[config.mk]
export PLATFORM = sky130hd
export DESIGN_NAME = asss_host
export DESIGN_NICKNAME = d
export VERILOG_FILES = /design/src/core/asss_pkg.sv /design/src/core/asss_host.sv /design/src/core/asss_i2c_wr.sv
export SDC_FILE = /design/constraint.sdc
export NUM_CORES = 1
export LEC_CHECK = 0
export ABC_AREA = 1
export ABC_CLOCK_PERIOD_IN_PS = 11100
export BUFFER_PORTS_ARGS = -buffer_cell sky130_fd_sc_hd__buf_2
export CELL_PAD_IN_SITES_DETAIL_PLACEMENT = 1
export CELL_PAD_IN_SITES_GLOBAL_PLACEMENT = 1
export CORE_ASPECT_RATIO = 2
export CORE_MARGIN = 2
export CORE_UTILIZATION = 30
export CTS_CLUSTER_SIZE = 24
export DETAILED_ROUTE_END_ITERATION = 8
export GPL_TIMING_DRIVEN = 1
export PLACE_DENSITY_LB_ADDON = 0.1
export SLEW_MARGIN = 20
export SYNTH_ARGS = -nofsm -noshare
export SYNTH_HDL_FRONTEND = slang
export SYNTH_SLANG_ARGS = --single-unit
[constraint.sdc]
create_clock -name pclk -period 11.1 [get_ports pclk]
set_input_delay 1.11 -clock pclk [delete_from_list [all_inputs] [get_ports pclk]]
set_output_delay 1.11 -clock pclk [all_outputs]
set_load 0.05 [all_outputs]
[src/core/asss_pkg.sv]
package asss_pkg;
  // Clock
  localparam int unsigned CLK_PERIOD_NS = 5;
  // Minimum waits, as printed
  localparam int unsigned T_RST_HOLD_NS = 100_000;     // 100 us
  localparam int unsigned T_RST_WAIT_NS = 13_500_000;  // 13.5 ms
  localparam int unsigned T_TRIM_NS = 50_000_000;      // 50 ms
  localparam int unsigned T_HOLDOFF_NS = 240_000_000;  // 240 ms
  localparam int unsigned T_SD_NS = 1_000_000;         // 1 ms
  localparam int unsigned T_PDN_NS = 2_000_000;        // 2 ms
  localparam int unsigned T_RST_LOW_NS = 2_000;        // 2 us
  // Cycle counts, rounded up
  localparam int unsigned CYC_RST_HOLD = (T_RST_HOLD_NS + CLK_PERIOD_NS - 1) / CLK_PERIOD_NS;
  localparam int unsigned CYC_RST_WAIT = (T_RST_WAIT_NS + CLK_PERIOD_NS - 1) / CLK_PERIOD_NS;
  localparam int unsigned CYC_TRIM = (T_TRIM_NS + CLK_PERIOD_NS - 1) / CLK_PERIOD_NS;
  localparam int unsigned CYC_HOLDOFF = (T_HOLDOFF_NS + CLK_PERIOD_NS - 1) / CLK_PERIOD_NS;
  localparam int unsigned CYC_SD = (T_SD_NS + CLK_PERIOD_NS - 1) / CLK_PERIOD_NS;
  localparam int unsigned CYC_PDN = (T_PDN_NS + CLK_PERIOD_NS - 1) / CLK_PERIOD_NS;
  localparam int unsigned CYC_RST_LOW = (T_RST_LOW_NS + CLK_PERIOD_NS - 1) / CLK_PERIOD_NS;
  // Amplifier registers and values
  localparam logic [7:0] DEV_SHUTDOWN_CONTROL = 8'h05;
  localparam logic [7:0] DEV_PWM_START_STOP_TIMING = 8'h1a;
  localparam logic [7:0] DEV_OSCILLATOR_TRIM = 8'h1b;
  localparam logic [7:0] SD_ENTER_VAL = 8'h40;
  localparam logic [7:0] SD_EXIT_VAL = 8'h00;
  localparam logic [7:0] TRIM_VAL = 8'h00;
  // Ramp time fields inside the timing byte
  localparam int RAMP_UP_LSB = 4;
  localparam int RAMP_DN_LSB = 0;
  localparam logic [7:0] TIMING_RST = 8'h00;
  // Host register offsets
  localparam logic [7:0] A_CTRL = 8'h00;
  localparam logic [7:0] A_WRITE = 8'h04;
  localparam logic [7:0] A_STATUS = 8'h08;
  localparam logic [7:0] A_TIMING = 8'h0c;
  // Command bits of the control register
  localparam int C_STARTUP = 0;
  localparam int C_ENTER_SD = 1;
  localparam int C_EXIT_SD = 2;
  localparam int C_POWER_DOWN = 3;
  localparam int C_POWER_LOSS = 4;
  localparam int NCMD = 5;
  // Status bits
  localparam int S_BUSY = 4;
  localparam int S_HOLDOFF = 5;
  localparam int S_TRIMMED = 6;
  localparam int S_REFUSED = 7;
  localparam int S_NACK = 8;
  localparam int S_WR_PEND = 9;

  // One register write to the amplifier
  typedef struct packed {
    logic [7:0] reg_addr;
    logic [7:0] data;
  } asss_req_t;

  // Sequencer states, Gray along the usual path
  typedef enum logic [3:0] {
    ST_OFF = 4'h0,
    ST_RST_HOLD = 4'h1,
    ST_RST_WAIT = 4'h3,
    ST_TRIM = 4'h2,
    ST_TRIM_WAIT = 4'h6,
    ST_CONFIG = 4'h7,
    ST_EXIT_WR = 4'h5,
    ST_EXIT_WAIT = 4'h4,
    ST_RUN = 4'hc,
    ST_ENTER_WR = 4'hd,
    ST_ENTER_WAIT = 4'hf,
    ST_SHUTDOWN = 4'he,
    ST_PDN_WAIT = 4'ha,
    ST_RST_LOW = 4'hb,
    ST_DOWN = 4'h9
  } asss_state_t;
endpackage

[src/core/asss_host.sv]
// Behaviour
// Hold reset low, power-down high; then wait
// Trim by writing zero, wait fifty ms
// Configure audio path and registers, then exit
// Normal operation: volume, mute, shutdown only
// No shutdown change before first-trim hold-off
// Hold-off only after first trim since power-up
// Enter shutdown, wait 1 ms plus scaled stop
// Reconfigure while in shutdown, then exit
// Exit shutdown, wait 1 ms plus scaled start
// Ramp times come from timing register, scaled 1.3
// Sudden loss: power-down pin low, wait 2 ms
// Reset low 2 us before inputs go low
// Waits counted in cycles, ramp waits scaled from timing byte
`timescale 1ns/1ps
module asss_host #(
  parameter int unsigned RST_HOLD_CYC = asss_pkg::CYC_RST_HOLD,
  parameter int unsigned RST_WAIT_CYC = asss_pkg::CYC_RST_WAIT,
  parameter int unsigned TRIM_CYC = asss_pkg::CYC_TRIM,
  parameter int unsigned HOLDOFF_CYC = asss_pkg::CYC_HOLDOFF,
  parameter int unsigned SD_CYC = asss_pkg::CYC_SD,
  parameter int unsigned PDN_CYC = asss_pkg::CYC_PDN,
  parameter int unsigned RAMP_UNIT_CYC = 200_000,
  parameter int QDIV = 125,
  parameter logic [6:0] DEV_ADDR = 7'h2a,
  parameter logic [7:0] VOL_LO = 8'h07,
  parameter logic [7:0] VOL_HI = 8'h0a,
  parameter logic [7:0] MUTE_REG = 8'h06
) (
  // Clock and reset
  input wire logic pclk,
  input wire logic presetn,
  // APB slave
  input wire logic psel,
  input wire logic penable,
  input wire logic pwrite,
  input wire logic [7:0] paddr,
  input wire logic [31:0] pwdata,
  output logic [31:0] prdata,
  output logic pready,
  output logic pslverr,
  // Amplifier control pins
  output logic rst_n_pin,
  output logic power_down_pin,
  output logic inputs_en,
  // Two-wire bus
  input wire logic scl_in,
  output logic scl_out,
  output logic scl_oe,
  input wire logic sda_in,
  output logic sda_out,
  output logic sda_oe
);
  localparam int unsigned SCALED_STEP = (RAMP_UNIT_CYC * 13 + 9) / 10;

  asss_pkg::asss_state_t state_q, state_d;
  asss_pkg::asss_req_t wr_req_q, i2c_req;
  logic [31:0] cnt_q, cnt_d, ho_q, age_q, ramp_up_cyc, ramp_dn_cyc;
  logic [7:0] timing_q;
  logic [asss_pkg::NCMD-1:0] cmd_q, cmd_ok, cmd_take;
  logic wr_pend_q, launched_q, trimmed_q, first_done_q, refused_q, nack_q;
  logic i2c_go, i2c_busy, i2c_done, i2c_nack, seq_wr, user_go, idle;
  logic wr_ok, wr_refuse, cmd_wr, wr_wr, st_wr, setup, allowed;
  logic [31:0] rd_d;
  logic rst_n_q, pdn_q, in_en_q;

  // Ramp waits scaled by 1.3 from the programmed timing byte
  assign ramp_up_cyc = SD_CYC + 32'(timing_q[asss_pkg::RAMP_UP_LSB +: 4]) * SCALED_STEP;
  assign ramp_dn_cyc = SD_CYC + 32'(timing_q[asss_pkg::RAMP_DN_LSB +: 4]) * SCALED_STEP;

  // Bus decode
  assign setup = psel && !penable;
  assign cmd_wr = psel && penable && pwrite && (paddr == asss_pkg::A_CTRL);
  assign wr_wr = psel && penable && pwrite && (paddr == asss_pkg::A_WRITE);
  assign st_wr = psel && penable && pwrite && (paddr == asss_pkg::A_STATUS);
  assign pready = 1'b1;
  assign pslverr = psel && penable && !(paddr == asss_pkg::A_CTRL || paddr == asss_pkg::A_WRITE
                   || paddr == asss_pkg::A_STATUS || paddr == asss_pkg::A_TIMING);

  // Registers allowed while running
  assign allowed = (pwdata[15:8] >= VOL_LO && pwdata[15:8] <= VOL_HI)
                   || pwdata[15:8] == MUTE_REG;
  assign wr_ok = !wr_pend_q && (state_q == asss_pkg::ST_CONFIG
                 || state_q == asss_pkg::ST_SHUTDOWN
                 || (state_q == asss_pkg::ST_RUN && allowed))
                 && !(pwdata[15:8] == asss_pkg::DEV_SHUTDOWN_CONTROL && ho_q != 32'h0);
  assign wr_refuse = wr_wr && !wr_ok;

  // Command legality against the present state
  always_comb begin
    cmd_ok = '0;
    cmd_ok[asss_pkg::C_STARTUP] = state_q == asss_pkg::ST_OFF || state_q == asss_pkg::ST_DOWN;
    cmd_ok[asss_pkg::C_ENTER_SD] = state_q == asss_pkg::ST_RUN && ho_q == 32'h0;
    cmd_ok[asss_pkg::C_EXIT_SD] = (state_q == asss_pkg::ST_CONFIG
                                  || state_q == asss_pkg::ST_SHUTDOWN)
                                  && ho_q == 32'h0 && trimmed_q;
    cmd_ok[asss_pkg::C_POWER_DOWN] = state_q == asss_pkg::ST_RUN
                                     || state_q == asss_pkg::ST_CONFIG
                                     || state_q == asss_pkg::ST_SHUTDOWN;
    cmd_ok[asss_pkg::C_POWER_LOSS] = !(state_q == asss_pkg::ST_OFF
                                     || state_q == asss_pkg::ST_DOWN
                                     || state_q == asss_pkg::ST_PDN_WAIT
                                     || state_q == asss_pkg::ST_RST_LOW);
  end

  // Pending commands, dropped when taken
  always_ff @(posedge pclk or negedge presetn) begin
    if (!presetn) begin
      cmd_q <= '0;
    end else if (cmd_wr) begin
      cmd_q <= (cmd_q & ~cmd_take) | (pwdata[asss_pkg::NCMD-1:0] & cmd_ok);
    end else begin
      cmd_q <= cmd_q & ~cmd_take;
    end
  end

  // Pending device write from software
  always_ff @(posedge pclk or negedge presetn) begin
    if (!presetn) begin
      wr_pend_q <= 1'b0;
      wr_req_q <= '0;
    end else if (wr_wr && wr_ok) begin
      wr_pend_q <= 1'b1;
      wr_req_q <= pwdata[15:0];
    end else if (user_go) begin
      wr_pend_q <= 1'b0;
    end
  end

  // Copy of the timing byte last sent to the amplifier
  always_ff @(posedge pclk or negedge presetn) begin
    if (!presetn) begin
      timing_q <= asss_pkg::TIMING_RST;
    end else if (user_go && wr_req_q.reg_addr == asss_pkg::DEV_PWM_START_STOP_TIMING) begin
      timing_q <= wr_req_q.data;
    end
  end

  // Sticky flags, a new event wins over a clear
  always_ff @(posedge pclk or negedge presetn) begin
    if (!presetn) begin
      refused_q <= 1'b0;
      nack_q <= 1'b0;
    end else begin
      refused_q <= wr_refuse || (cmd_wr && |(pwdata[asss_pkg::NCMD-1:0] & ~cmd_ok))
                   || (refused_q && !(st_wr && pwdata[asss_pkg::S_REFUSED]));
      nack_q <= (i2c_done && i2c_nack) || (nack_q && !(st_wr && pwdata[asss_pkg::S_NACK]));
    end
  end

  // Read data captured in the setup cycle
  always_comb begin
    rd_d = 32'h0;
    case (paddr)
      asss_pkg::A_CTRL: rd_d[asss_pkg::NCMD-1:0] = cmd_q;
      asss_pkg::A_WRITE: rd_d[15:0] = wr_req_q;
      asss_pkg::A_TIMING: rd_d[7:0] = timing_q;
      asss_pkg::A_STATUS: begin
        rd_d[3:0] = state_q;
        rd_d[asss_pkg::S_BUSY] = i2c_busy;
        rd_d[asss_pkg::S_HOLDOFF] = ho_q != 32'h0;
        rd_d[asss_pkg::S_TRIMMED] = trimmed_q;
        rd_d[asss_pkg::S_REFUSED] = refused_q;
        rd_d[asss_pkg::S_NACK] = nack_q;
        rd_d[asss_pkg::S_WR_PEND] = wr_pend_q;
      end
      default: rd_d = 32'h0;
    endcase
  end

  always_ff @(posedge pclk or negedge presetn) begin
    if (!presetn) begin
      prdata <= 32'h0;
    end else if (setup) begin
      prdata <= rd_d;
    end
  end

  // Write launches: sequencer writes once per state, user writes in idle states
  assign seq_wr = state_q == asss_pkg::ST_TRIM || state_q == asss_pkg::ST_EXIT_WR
                  || state_q == asss_pkg::ST_ENTER_WR;
  assign idle = !i2c_busy && !launched_q;
  assign user_go = wr_pend_q && !i2c_busy && (state_q == asss_pkg::ST_CONFIG
                   || state_q == asss_pkg::ST_SHUTDOWN || state_q == asss_pkg::ST_RUN);
  assign i2c_go = (seq_wr && idle) || user_go;

  always_comb begin
    case (state_q)
      asss_pkg::ST_TRIM: i2c_req = {asss_pkg::DEV_OSCILLATOR_TRIM, asss_pkg::TRIM_VAL};
      asss_pkg::ST_EXIT_WR: i2c_req = {asss_pkg::DEV_SHUTDOWN_CONTROL, asss_pkg::SD_EXIT_VAL};
      asss_pkg::ST_ENTER_WR: i2c_req = {asss_pkg::DEV_SHUTDOWN_CONTROL, asss_pkg::SD_ENTER_VAL};
      default: i2c_req = wr_req_q;
    endcase
  end

  always_ff @(posedge pclk or negedge presetn) begin
    if (!presetn) begin
      launched_q <= 1'b0;
    end else if (state_q != state_d) begin
      launched_q <= 1'b0;
    end else if (seq_wr && i2c_go) begin
      launched_q <= 1'b1;
    end
  end

  // Next state and wait count on entry
  always_comb begin
    state_d = state_q;
    cmd_take = '0;
    if (cmd_q[asss_pkg::C_POWER_LOSS]) begin
      state_d = asss_pkg::ST_PDN_WAIT;
      cmd_take = '1;
    end else begin
      case (state_q)
        asss_pkg::ST_OFF, asss_pkg::ST_DOWN: begin
          cmd_take[asss_pkg::C_STARTUP] = 1'b1;
          if (cmd_q[asss_pkg::C_STARTUP]) state_d = asss_pkg::ST_RST_HOLD;
        end
        asss_pkg::ST_RST_HOLD: if (cnt_q == 32'h0) state_d = asss_pkg::ST_RST_WAIT;
        asss_pkg::ST_RST_WAIT: if (cnt_q == 32'h0) state_d = asss_pkg::ST_TRIM;
        asss_pkg::ST_TRIM: if (i2c_done) state_d = asss_pkg::ST_TRIM_WAIT;
        asss_pkg::ST_TRIM_WAIT: if (cnt_q == 32'h0) state_d = asss_pkg::ST_CONFIG;
        asss_pkg::ST_CONFIG, asss_pkg::ST_SHUTDOWN: begin
          if (!i2c_busy && !wr_pend_q) begin
            cmd_take[asss_pkg::C_EXIT_SD] = 1'b1;
            cmd_take[asss_pkg::C_POWER_DOWN] = 1'b1;
            if (cmd_q[asss_pkg::C_POWER_DOWN]) state_d = asss_pkg::ST_RST_LOW;
            else if (cmd_q[asss_pkg::C_EXIT_SD]) state_d = asss_pkg::ST_EXIT_WR;
          end
        end
        asss_pkg::ST_EXIT_WR: if (i2c_done) state_d = asss_pkg::ST_EXIT_WAIT;
        asss_pkg::ST_EXIT_WAIT: if (cnt_q == 32'h0) state_d = asss_pkg::ST_RUN;
        asss_pkg::ST_RUN: begin
          if (!i2c_busy && !wr_pend_q) begin
            cmd_take[asss_pkg::C_ENTER_SD] = 1'b1;
            cmd_take[asss_pkg::C_POWER_DOWN] = 1'b1;
            if (cmd_q[asss_pkg::C_ENTER_SD] || cmd_q[asss_pkg::C_POWER_DOWN]) begin
              state_d = asss_pkg::ST_ENTER_WR;
            end
          end
        end
        asss_pkg::ST_ENTER_WR: if (i2c_done) state_d = asss_pkg::ST_ENTER_WAIT;
        asss_pkg::ST_ENTER_WAIT: if (cnt_q == 32'h0) state_d = asss_pkg::ST_SHUTDOWN;
        asss_pkg::ST_PDN_WAIT: if (cnt_q == 32'h0) state_d = asss_pkg::ST_RST_LOW;
        asss_pkg::ST_RST_LOW: if (cnt_q == 32'h0) state_d = asss_pkg::ST_DOWN;
        default: state_d = asss_pkg::ST_OFF;
      endcase
    end
    case (state_d)
      asss_pkg::ST_RST_HOLD: cnt_d = RST_HOLD_CYC - 32'h1;
      asss_pkg::ST_RST_WAIT: cnt_d = RST_WAIT_CYC - 32'h1;
      asss_pkg::ST_TRIM_WAIT: cnt_d = TRIM_CYC - 32'h1;
      asss_pkg::ST_EXIT_WAIT: cnt_d = ramp_up_cyc - 32'h1;
      asss_pkg::ST_ENTER_WAIT: cnt_d = ramp_dn_cyc - 32'h1;
      asss_pkg::ST_PDN_WAIT: cnt_d = PDN_CYC - 32'h1;
      asss_pkg::ST_RST_LOW: cnt_d = asss_pkg::CYC_RST_LOW - 32'h1;
      default: cnt_d = 32'h0;
    endcase
  end

  // Sequencer state and wait counter
  always_ff @(posedge pclk or negedge presetn) begin
    if (!presetn) begin
      state_q <= asss_pkg::ST_OFF;
      cnt_q <= 32'h0;
    end else begin
      state_q <= state_d;
      if (state_q != state_d) cnt_q <= cnt_d;
      else if (cnt_q != 32'h0) cnt_q <= cnt_q - 32'h1;
    end
  end

  // Hold-off after the first trim since power-up only
  always_ff @(posedge pclk or negedge presetn) begin
    if (!presetn) begin
      ho_q <= 32'h0;
      first_done_q <= 1'b0;
      trimmed_q <= 1'b0;
    end else begin
      if (state_q == asss_pkg::ST_TRIM && i2c_done) begin
        trimmed_q <= 1'b1;
        first_done_q <= 1'b1;
      end else if (state_q == asss_pkg::ST_RST_HOLD) begin
        trimmed_q <= 1'b0;
      end
      if (state_q == asss_pkg::ST_TRIM && i2c_done && !first_done_q) begin
        ho_q <= HOLDOFF_CYC + ramp_up_cyc - SD_CYC;
      end else if (ho_q != 32'h0) begin
        ho_q <= ho_q - 32'h1;
      end
    end
  end

  // Pin levels per state, registered
  always_ff @(posedge pclk or negedge presetn) begin
    if (!presetn) begin
      rst_n_q <= 1'b0;
      pdn_q <= 1'b0;
      in_en_q <= 1'b0;
    end else begin
      rst_n_q <= !(state_d == asss_pkg::ST_OFF || state_d == asss_pkg::ST_RST_HOLD
                 || state_d == asss_pkg::ST_RST_LOW || state_d == asss_pkg::ST_DOWN);
      pdn_q <= !(state_d == asss_pkg::ST_OFF || state_d == asss_pkg::ST_DOWN
               || state_d == asss_pkg::ST_PDN_WAIT
               || (state_d == asss_pkg::ST_RST_LOW && !pdn_q));
      in_en_q <= !(state_d == asss_pkg::ST_OFF || state_d == asss_pkg::ST_DOWN);
    end
  end

  assign rst_n_pin = rst_n_q;
  assign power_down_pin = pdn_q;
  assign inputs_en = in_en_q;

  asss_i2c_wr #(.QDIV(QDIV)) u_wr (
    .pclk(pclk),
    .presetn(presetn),
    .go(i2c_go),
    .dev_addr(DEV_ADDR),
    .req(i2c_req),
    .busy(i2c_busy),
    .done(i2c_done),
    .nack(i2c_nack),
    .scl_in(scl_in),
    .scl_out(scl_out),
    .scl_oe(scl_oe),
    .sda_in(sda_in),
    .sda_out(sda_out),
    .sda_oe(sda_oe)
  );

  // Cycles spent in the present state, for the checks below
  always_ff @(posedge pclk or negedge presetn) begin
    if (!presetn) age_q <= 32'h0;
    else if (state_q != state_d) age_q <= 32'h0;
    else age_q <= age_q + 32'h1;
  end

  rst_hold_a: assert property (@(posedge pclk) disable iff (!presetn)
    state_q == asss_pkg::ST_RST_HOLD && state_d == asss_pkg::ST_RST_WAIT
      |-> age_q >= RST_HOLD_CYC - 1
      ##1 rst_n_pin && power_down_pin)
    else $error("reset released early");
  trim_wait_a: assert property (@(posedge pclk) disable iff (!presetn)
    state_q == asss_pkg::ST_TRIM_WAIT && state_d == asss_pkg::ST_CONFIG
      |-> age_q >= TRIM_CYC - 1)
    else $error("trim wait too short");
  exit_order_a: assert property (@(posedge pclk) disable iff (!presetn)
    i2c_go && state_q == asss_pkg::ST_EXIT_WR |-> trimmed_q && $past(state_q) != asss_pkg::ST_RUN)
    else $error("exit before configuration");
  run_events_a: assert property (@(posedge pclk) disable iff (!presetn)
    user_go && state_q == asss_pkg::ST_RUN |-> (i2c_req.reg_addr >= VOL_LO
      && i2c_req.reg_addr <= VOL_HI) || i2c_req.reg_addr == MUTE_REG)
    else $error("illegal write while running");
  holdoff_a: assert property (@(posedge pclk) disable iff (!presetn)
    i2c_go && i2c_req.reg_addr == asss_pkg::DEV_SHUTDOWN_CONTROL && !i2c_busy |-> ho_q == 32'h0)
    else $error("shutdown change inside hold-off");
  first_trim_a: assert property (@(posedge pclk) disable iff (!presetn)
    state_q == asss_pkg::ST_TRIM && i2c_done && first_done_q |=> ho_q == $past(ho_q) - 1
      || $past(ho_q) == 32'h0)
    else $error("hold-off reloaded by later trim");
  enter_wait_a: assert property (@(posedge pclk) disable iff (!presetn)
    state_q == asss_pkg::ST_ENTER_WAIT && state_d == asss_pkg::ST_SHUTDOWN
      |-> age_q >= ramp_dn_cyc - 1)
    else $error("shutdown entry wait too short");
  exit_wait_a: assert property (@(posedge pclk) disable iff (!presetn)
    state_q == asss_pkg::ST_EXIT_WAIT && state_d == asss_pkg::ST_RUN
      |-> age_q >= ramp_up_cyc - 1)
    else $error("shutdown exit wait too short");
  pdn_wait_a: assert property (@(posedge pclk) disable iff (!presetn)
    state_q == asss_pkg::ST_PDN_WAIT && state_d != state_q |-> age_q >= PDN_CYC - 1
      ##1 !power_down_pin && !rst_n_pin)
    else $error("power-down pin wait too short");
  rst_low_a: assert property (@(posedge pclk) disable iff (!presetn)
    $fell(inputs_en) |-> $past(!rst_n_pin) && $past(age_q) >= asss_pkg::CYC_RST_LOW - 2)
    else $error("inputs dropped before reset low time");
endmodule // asss_host

[src/core/asss_i2c_wr.sv]
`timescale 1ns/1ps
// Three-byte register write on an open-drain two-wire bus
module asss_i2c_wr #(
  parameter int QDIV = 125
) (
  // Clock and reset
  input wire logic pclk,
  input wire logic presetn,
  // Request
  input wire logic go,
  input wire logic [6:0] dev_addr,
  input asss_pkg::asss_req_t req,
  output logic busy,
  output logic done,
  output logic nack,
  // Bus pins, enable high pulls the line low
  input wire logic scl_in,
  output logic scl_out,
  output logic scl_oe,
  input wire logic sda_in,
  output logic sda_out,
  output logic sda_oe
);
  logic [26:0] frame_q;
  logic [4:0] idx_q;
  logic [1:0] qtr_q;
  logic [15:0] div_q;
  logic busy_q, done_q, nack_q, scl_oe_q, sda_oe_q;
  logic tick, scl_low, sda_low, ack_slot;

  assign tick = (div_q == 16'(QDIV - 1));
  assign ack_slot = (idx_q == 5'd9) || (idx_q == 5'd18) || (idx_q == 5'd27);

  // Bit and quarter sequencing
  always_ff @(posedge pclk or negedge presetn) begin
    if (!presetn) begin
      busy_q <= 1'b0;
      done_q <= 1'b0;
      idx_q <= 5'd0;
      qtr_q <= 2'd0;
      div_q <= 16'h0000;
      frame_q <= 27'h0;
    end else begin
      done_q <= 1'b0;
      if (!busy_q && go) begin
        busy_q <= 1'b1;
        idx_q <= 5'd0;
        qtr_q <= 2'd0;
        div_q <= 16'h0000;
        frame_q <= {dev_addr, 1'b0, 1'b1, req.reg_addr, 1'b1, req.data, 1'b1};
      end else if (busy_q) begin
        div_q <= tick ? 16'h0000 : div_q + 16'h0001;
        if (tick) begin
          qtr_q <= qtr_q + 2'd1;
          if (qtr_q == 2'd3) begin
            idx_q <= idx_q + 5'd1;
            if (idx_q != 5'd0) begin
              frame_q <= {frame_q[25:0], 1'b1};
            end
            if (idx_q == 5'd28) begin
              busy_q <= 1'b0;
              done_q <= 1'b1;
            end
          end
        end
      end
    end
  end

  // Acknowledge sampling, sticky per write
  always_ff @(posedge pclk or negedge presetn) begin
    if (!presetn) begin
      nack_q <= 1'b0;
    end else if (!busy_q && go) begin
      nack_q <= 1'b0;
    end else if (busy_q && tick && qtr_q == 2'd2 && ack_slot && sda_in) begin
      nack_q <= 1'b1;
    end
  end

  // Line levels for start, data and stop symbols
  always_comb begin
    scl_low = 1'b0;
    sda_low = 1'b0;
    if (busy_q) begin
      if (idx_q == 5'd0) begin
        scl_low = (qtr_q == 2'd3);
        sda_low = qtr_q[1];
      end else if (idx_q == 5'd28) begin
        scl_low = (qtr_q == 2'd0);
        sda_low = !qtr_q[1];
      end else begin
        scl_low = (qtr_q == 2'd0) || (qtr_q == 2'd3);
        sda_low = !frame_q[26];
      end
    end
  end

  // Registered pin drive
  always_ff @(posedge pclk or negedge presetn) begin
    if (!presetn) begin
      scl_oe_q <= 1'b0;
      sda_oe_q <= 1'b0;
    end else begin
      scl_oe_q <= scl_low;
      sda_oe_q <= sda_low;
    end
  end

  assign busy = busy_q;
  assign done = done_q;
  assign nack = nack_q;
  assign scl_oe = scl_oe_q;
  assign sda_oe = sda_oe_q;
  assign scl_out = 1'b0;
  assign sda_out = 1'b0;
endmodule // asss_i2c_wr

## Word level (Yosys, flattened, before mapping)

Index checks and enable logic that the tools add are counted.

- Bits in registers: 177
- Input bits: 47
- Output and inout bits: 41
- Word-level logic and storage cells: 268

- $add $sub $neg: 11
- $mul: 2
- Magnitude comparators: 2
- Eq/ne operators: 36
- Mux-type cells: 76
- Bitwise logic cells: 6
- Reductions and logical operators: 109

Operators with widths:

| kind | count |
|---|---|
| 32-bit case mux with 7 select lines | 1 |
| 27-bit two-way mux | 5 |
| 32-bit two-way mux | 4 |
| 4-bit two-way mux | 18 |
| 32-bit logical NOT | 2 |
| 32-bit nonzero test | 2 |
| 32-bit by 1-bit subtractor with 32-bit output (second input constant) | 2 |
| 4-bit case mux with 13 select lines | 1 |
| 16-bit two-way mux | 3 |
| 16-bit case mux with 3 select lines | 1 |
| 23-bit by 1-bit subtractor with 24-bit output (second input constant) | 2 |
| 18-bit by 22-bit adder with 23-bit output (first input constant) | 2 |
| 4-bit equality test (second input constant) | 11 |
| 1-bit logical AND | 38 |
| 4-bit by 13-bit multiplier with 17-bit output (second input constant) | 2 |
| 1-bit two-way mux | 29 |
| 1-bit logical OR | 28 |
| 27-bit by 18-bit subtractor with 28-bit output (second input constant) | 1 |
| 26-bit by 23-bit adder with 27-bit output (first input constant) | 1 |
| 5-bit two-way mux | 5 |
| 4-bit by 3-bit equality test with 1-bit output (second input constant) | 6 |
| 8-bit by 3-bit equality test with 1-bit output (second input constant) | 3 |
| 5-bit case mux with 4 select lines | 1 |
| 2-bit nonzero test | 10 |
| other kinds (33) | 64 |

## Logic depth before layout (Yosys ltp)

- Depth in word-level cells: 11
- Depth in mapped cells: 27
- Depth with buffers taken out: 27

## Cells and area by module

A second synthesis with hierarchy kept.

- Cells, all modules: 2032
- Area, all modules: 13900.8 µm²

Modules (own cells, without submodules):

| module | times used | cells an instance | area an instance (µm²) |
|---|---|---|---|
| asss_host | 1 | 1581 | 10727.8 |
| asss_i2c_wr | 1 | 451 | 3173.0 |

## Least setup slack after synthesis

OpenSTA, ideal clock, no wires.

- Path kind: register to register
- From: register timing_q[5]
- To: register ho_q[22]
- Library setup time: 122 ps
- Data arrival time: 3763 ps
- Slack: 7215 ps
- Cell stages (with the launch flop): 27
- Path buffers: 1
- Cells stage by stage: dfrtp_1 fa_1 inv_1 fa_1 inv_1 ha_1 buf_4 nand3_1 nand2_1 nand2_1 nand2_1 nand2_1 nand2_1 nand2_1 nand2_1 inv_1 nand2_1 nand2_1 nand2_1 nand2_1 nand2_1 o21ai_1 nor2_1 nor2_1 nand2_1 nand3_1 nor2_1

- Longest elaborated chain between the ends: 5

Ends and longest elaborated chain:

| item | RTL line | RTL |
|---|---|---|
| start, declared | asss_host.sv:59 | `logic [7:0] timing_q;` |
| start signal, assigned | asss_host.sv:133 | `timing_q <= asss_pkg::TIMING_RST;` |
| start signal, assigned | asss_host.sv:135 | `timing_q <= wr_req_q.data;` |
| 4-bit by 13-bit multiplier with 17-bit output | asss_host.sv:68 | `assign ramp_up_cyc = SD_CYC + 32'(timing_q[asss_pkg::RAMP_UP_LSB +: 4]) * SCALED_STEP;` |
| 18-bit by 22-bit adder with 23-bit output | asss_host.sv:68 |  |
| 26-bit by 23-bit adder with 27-bit output | asss_host.sv:287 | `ho_q <= HOLDOFF_CYC + ramp_up_cyc - SD_CYC;` |
| 27-bit by 18-bit subtractor with 28-bit output | asss_host.sv:287 |  |
| 32-bit two-way mux | asss_host.sv:286 | `if (state_q == asss_pkg::ST_TRIM && i2c_done && !first_done_q) begin` |
| end signal, assigned | asss_host.sv:287 |  |
| end signal, assigned | asss_host.sv:289 | `ho_q <= ho_q - 32'h1;` |
| end, declared | asss_host.sv:58 | `logic [31:0] cnt_q, cnt_d, ho_q, age_q, ramp_up_cyc, ramp_dn_cyc;` |

Every way passes these cells.
A chain may end at the register's enable or synchronous reset.

## Worst setup path in the final report

- From: register timing_q[5]
- To: register cnt_q[19]

- Longest elaborated chain between the ends: 5

Ends and longest elaborated chain:

| item | RTL line | RTL |
|---|---|---|
| 4-bit by 13-bit multiplier with 17-bit output | asss_host.sv:68 |  |
| 18-bit by 22-bit adder with 23-bit output | asss_host.sv:68 |  |
| 23-bit by 1-bit subtractor with 24-bit output | asss_host.sv:253 | `asss_pkg::ST_EXIT_WAIT: cnt_d = ramp_up_cyc - 32'h1;` |
| 32-bit case mux with 7 select lines | asss_host.sv:249 | `case (state_d)` |
| 32-bit two-way mux | asss_host.sv:268 | `if (state_q != state_d) cnt_q <= cnt_d;` |
| end signal, assigned | asss_host.sv:268 |  |
| end signal, assigned | asss_host.sv:269 | `else if (cnt_q != 32'h0) cnt_q <= cnt_q - 32'h1;` |
| end, declared | asss_host.sv:58 |  |

Every way passes these cells.

==> results.txt <==
Fin nets -> 2090
Worst-Skew Late Latency -> 0.46 ns
Ys async rst share -> 100%
Post-synth cell types -> 60
Synth warn -> 0
DRT iter0 DRCs -> 404
Clock transition at path regs -> 0.08 ns
First drt pass iteration count -> 4
Cells after synthesis -> 1915
Routed vias -> 12700
Largest net degree at the start of global routing -> 72
Final wirelength -> 47500 um
Post-synth EDFFs -> 0
Post-DR wirelength/cell -> 18.8 um
Worst reg2reg path startpoint -> timing_q[5]$_DFFE_PN0P_
Hold WS -> 0.471 ns
Gr busiest metal -> met2
Area fraction of the dominant cell type after synthesis -> 33.0%
Port bufs -> 51
RSZ-0062 raised after global routing -> no
Max incr delay on CP -> 0.69 ns
GR Overflow Total -> 0
Top cells by area, synth -> dfrtp_1, nand2_1, inv_1
Gr usage total -> 20.8%
Crit start category -> flop
Worst path required time -> 11.41 ns
Hold Fails Final Rpt -> 0
Hold buffers post-CTS -> 0
Routed Antenna Nets -> 0
Worst hold start -> u_wr.frame_q[0]$_DFFE_PN0P_
Drt drc -> 0
Top delay family on crit path -> simple AND/OR/NAND/NOR gates
Achievable Freq -> 0.188 GHz
Peak supply drop -> 119 uV
Post-CTS setup buffers -> 0
CTS Buffer Depth -> 2
Vias per inst -> 5.03
Critical setup path kind -> reg2reg
Met2 Usage GRT -> 44.3%
FF+latch count, synth -> 177
Starting density of the core -> 30.4%
CTS resizes -> 0
Worst path buffer plus inverter count -> 3
Ys flop type -> dfrtp_1
Die Span Y -> 303 um
Leading area contributor after synthesis -> dfrtp_1
Kind of end point of the critical path -> flop
R2R depth -> 20
Maxcap violations -> 0
Clk sinks -> 177
Layout cells sized above 1 -> 8.60%
Hold WC Path Type -> reg2reg
Synthesis-to-finish area growth -> 10.8%
Setup crit start -> timing_q[5]$_DFFE_PN0P_
Antenna Cells -> 0
Number of fill cells -> 5638
Post-DP HPWL -> 38700 um
Gpl congestion -> 0.900
Crit path DAT -> 5.64 ns
Num CTS Buffers -> 17
Fin crit share -> 48.0%
Clock Skews -> 0.0154 ns
Multi-input logic area -> 7540 um2
Status -> finished clean
Initial antenna violation count -> 0
DP Area -> 14300 um2
Endpoints failing setup -> 0
Die X -> 154 um
Slew @ Worst Pin -> 0.889 ns
IO Pins -> 88
Core Region -> 44200 um2
Critical path depth -> 20
DIE AREA -> 46600 um2
Final min period -> 5.32 ns
Leakage Power -> 7.95 nW
GRT met1 Usage -> 19.0%
H-Tree Depth -> 4
Root buffer cell -> clkbuf_16
Vias in the first global route -> 13900
Slowest CP cell -> fa_1
Cell Chain, Critical Path -> fa_1 > inv_1 > fa_1 > inv_1 > ha_1 > inv_1 > nand2_1 > nand3_1 > nand3_1 > nand2_1 > nor2_1 > nand3_1 > nand2_1 > nand2_1 > nor2_1 > nand3_1 > nand3_1 > nand2_1 > o21ai_0 > a21oi_1
Post-synth design cell area -> 13400 um2
Seq/Total Area, Yosys -> 33.0%
Global-route wire length before repair -> 75100 um
GRT met3 Usage -> 2.11%
Row cnt -> 109
Setup_tns -> 0 ns
TritonCTS clock tree -> done
Design area -> 14900 um2
R2R Setup Slk -> 5.78 ns
Endpoint of the worst-slack reg-to-reg timing path -> cnt_q[19]$_DFFE_PN0P_
Sequential cell area -> 4430 um2
End of the critical path -> cnt_q[19]$_DFFE_PN0P_
Rel. slew slack -> 40.1%
Mean post-synth cell area -> 7.02 um2
Power per cell area -> 155 nW/um2
Crit-path max FO -> 13
Slew Limit Fails -> 0
-- worst min-delay path by stage --
stage	cells past startpoint	slack [ns]	end
finish	2	0.47	u_wr.frame_q[0]$_DFFE_PN0P_
global route	2	0.50	trimmed_q$_DFFE_PN0P_
CTS	2	0.47	u_wr.frame_q[0]$_DFFE_PN0P_
detailed placement	2	0.45	u_wr.frame_q[0]$_DFFE_PN0P_
global placement	2	0.44	u_wr.frame_q[0]$_DFFE_PN0P_
floorplan	2	0.42	u_wr.frame_q[0]$_DFFE_PN0P_
-- state kept, by name, summed over array words and instances (netlist names), 2 cells and up --
signal and cells:
cmd_q 5, timing_q 8, u_wr.frame_q 27, wr_req_q 16
cnt_q 32, ho_q 32, u_wr.idx_q 5, prdata 16
u_wr.div_q 16, state_q 4, u_wr.qtr_q 2
-- where the power goes --
group / total (mW) / leakage [nW] / switching, mW / internal (mW)
sequential: 0.816 / 2.32 / 0.0715 / 0.745
combinational: 0.830 / 5.32 / 0.588 / 0.242
clock: 0.657 / 0.306 / 0.328 / 0.329
total: 2.30 / 7.95 / 0.988 / 1.32
-- stage by stage --
step           cells  utilization [%]  power (mW)  setup WS, ns
2_1_floorplan   1932                -        1.46          7.21
3_3_place_gp    2500             32.3        1.65          5.95
3_5_place_dp    2500             32.3        1.67          5.86
4_1_cts         2532             33.7        2.34          5.83
5_1_grt         2532             33.7        2.47          5.53
6_report        2532             33.7        2.30          5.78
-- routing by layer --
metal	routed length (um)	share of wire, %	up-vias
met1	16100	34	6256
met3	606	1.3	79
met5	0	0	-
li1	-	-	6272
met4	2110	4.4	0
met2	28700	60	137
-- Yosys cell counts, drive strengths merged, types with 32 or more instances --
cell type and instances:
nor3 41, nand4 32, a21oi 121, nand3 139
inv 326, ha 61, dfrtp 177, o21ai 133
nand2 407, buf 34, xor2 39, nor2 233
-- kinds of logic (layout without fill, tap and decap cells) --
family	Yosys count	after routing	synth area share [%]
simple gates	883	883	29.0
buf+inv	380	425	11.5
compound gates	336	336	14.2
flops	177	177	33.0
fa+ha+maj	79	79	8.36
xor+xnor	56	56	3.71
other cells	2	19	0.0559
mux	2	2	0.168
-- worst register-to-register path, stage by stage (launching register included) --
cell and delay [ns]:
dfrtp_1 0.60, fa_1 0.70, inv_1 0.10, fa_1 0.51, inv_1 0.05, ha_1 0.55
inv_1 0.17, nand2_1 0.18, nand3_1 0.18, nand3_1 0.11, nand2_1 0.10, nor2_1 0.31
nand3_1 0.12, nand2_1 0.23, nand2_1 0.11, nor2_1 0.15, nand3_1 0.09, nand3_1 0.14
nand2_1 0.07, o21ai_0 0.57, a21oi_1 0.15
-- layout make-up --
cell class                 instances  area share, %
timing repair buffer              63           2.38
clock inverter                    15           1.36
inverter                         330           8.34
tap                              555           4.67
sequential                       177           29.8
clock buffer                      17           2.86
multi-input combinational       1375           50.6
-- placed cells by master (no fill, tap or decap), types with 30 or more instances in the layout --
master     n
nand2_1  402
inv_1    307
nor2_1   210
dfrtp_1  177
nand3_1  134
a21oi_1  118
o21ai_0  116
ha_1      61
buf_2     50
xor2_1    38
nor3_1    36
nand4_1   30
No activity file was read; power rests on OpenSTA's default activity.
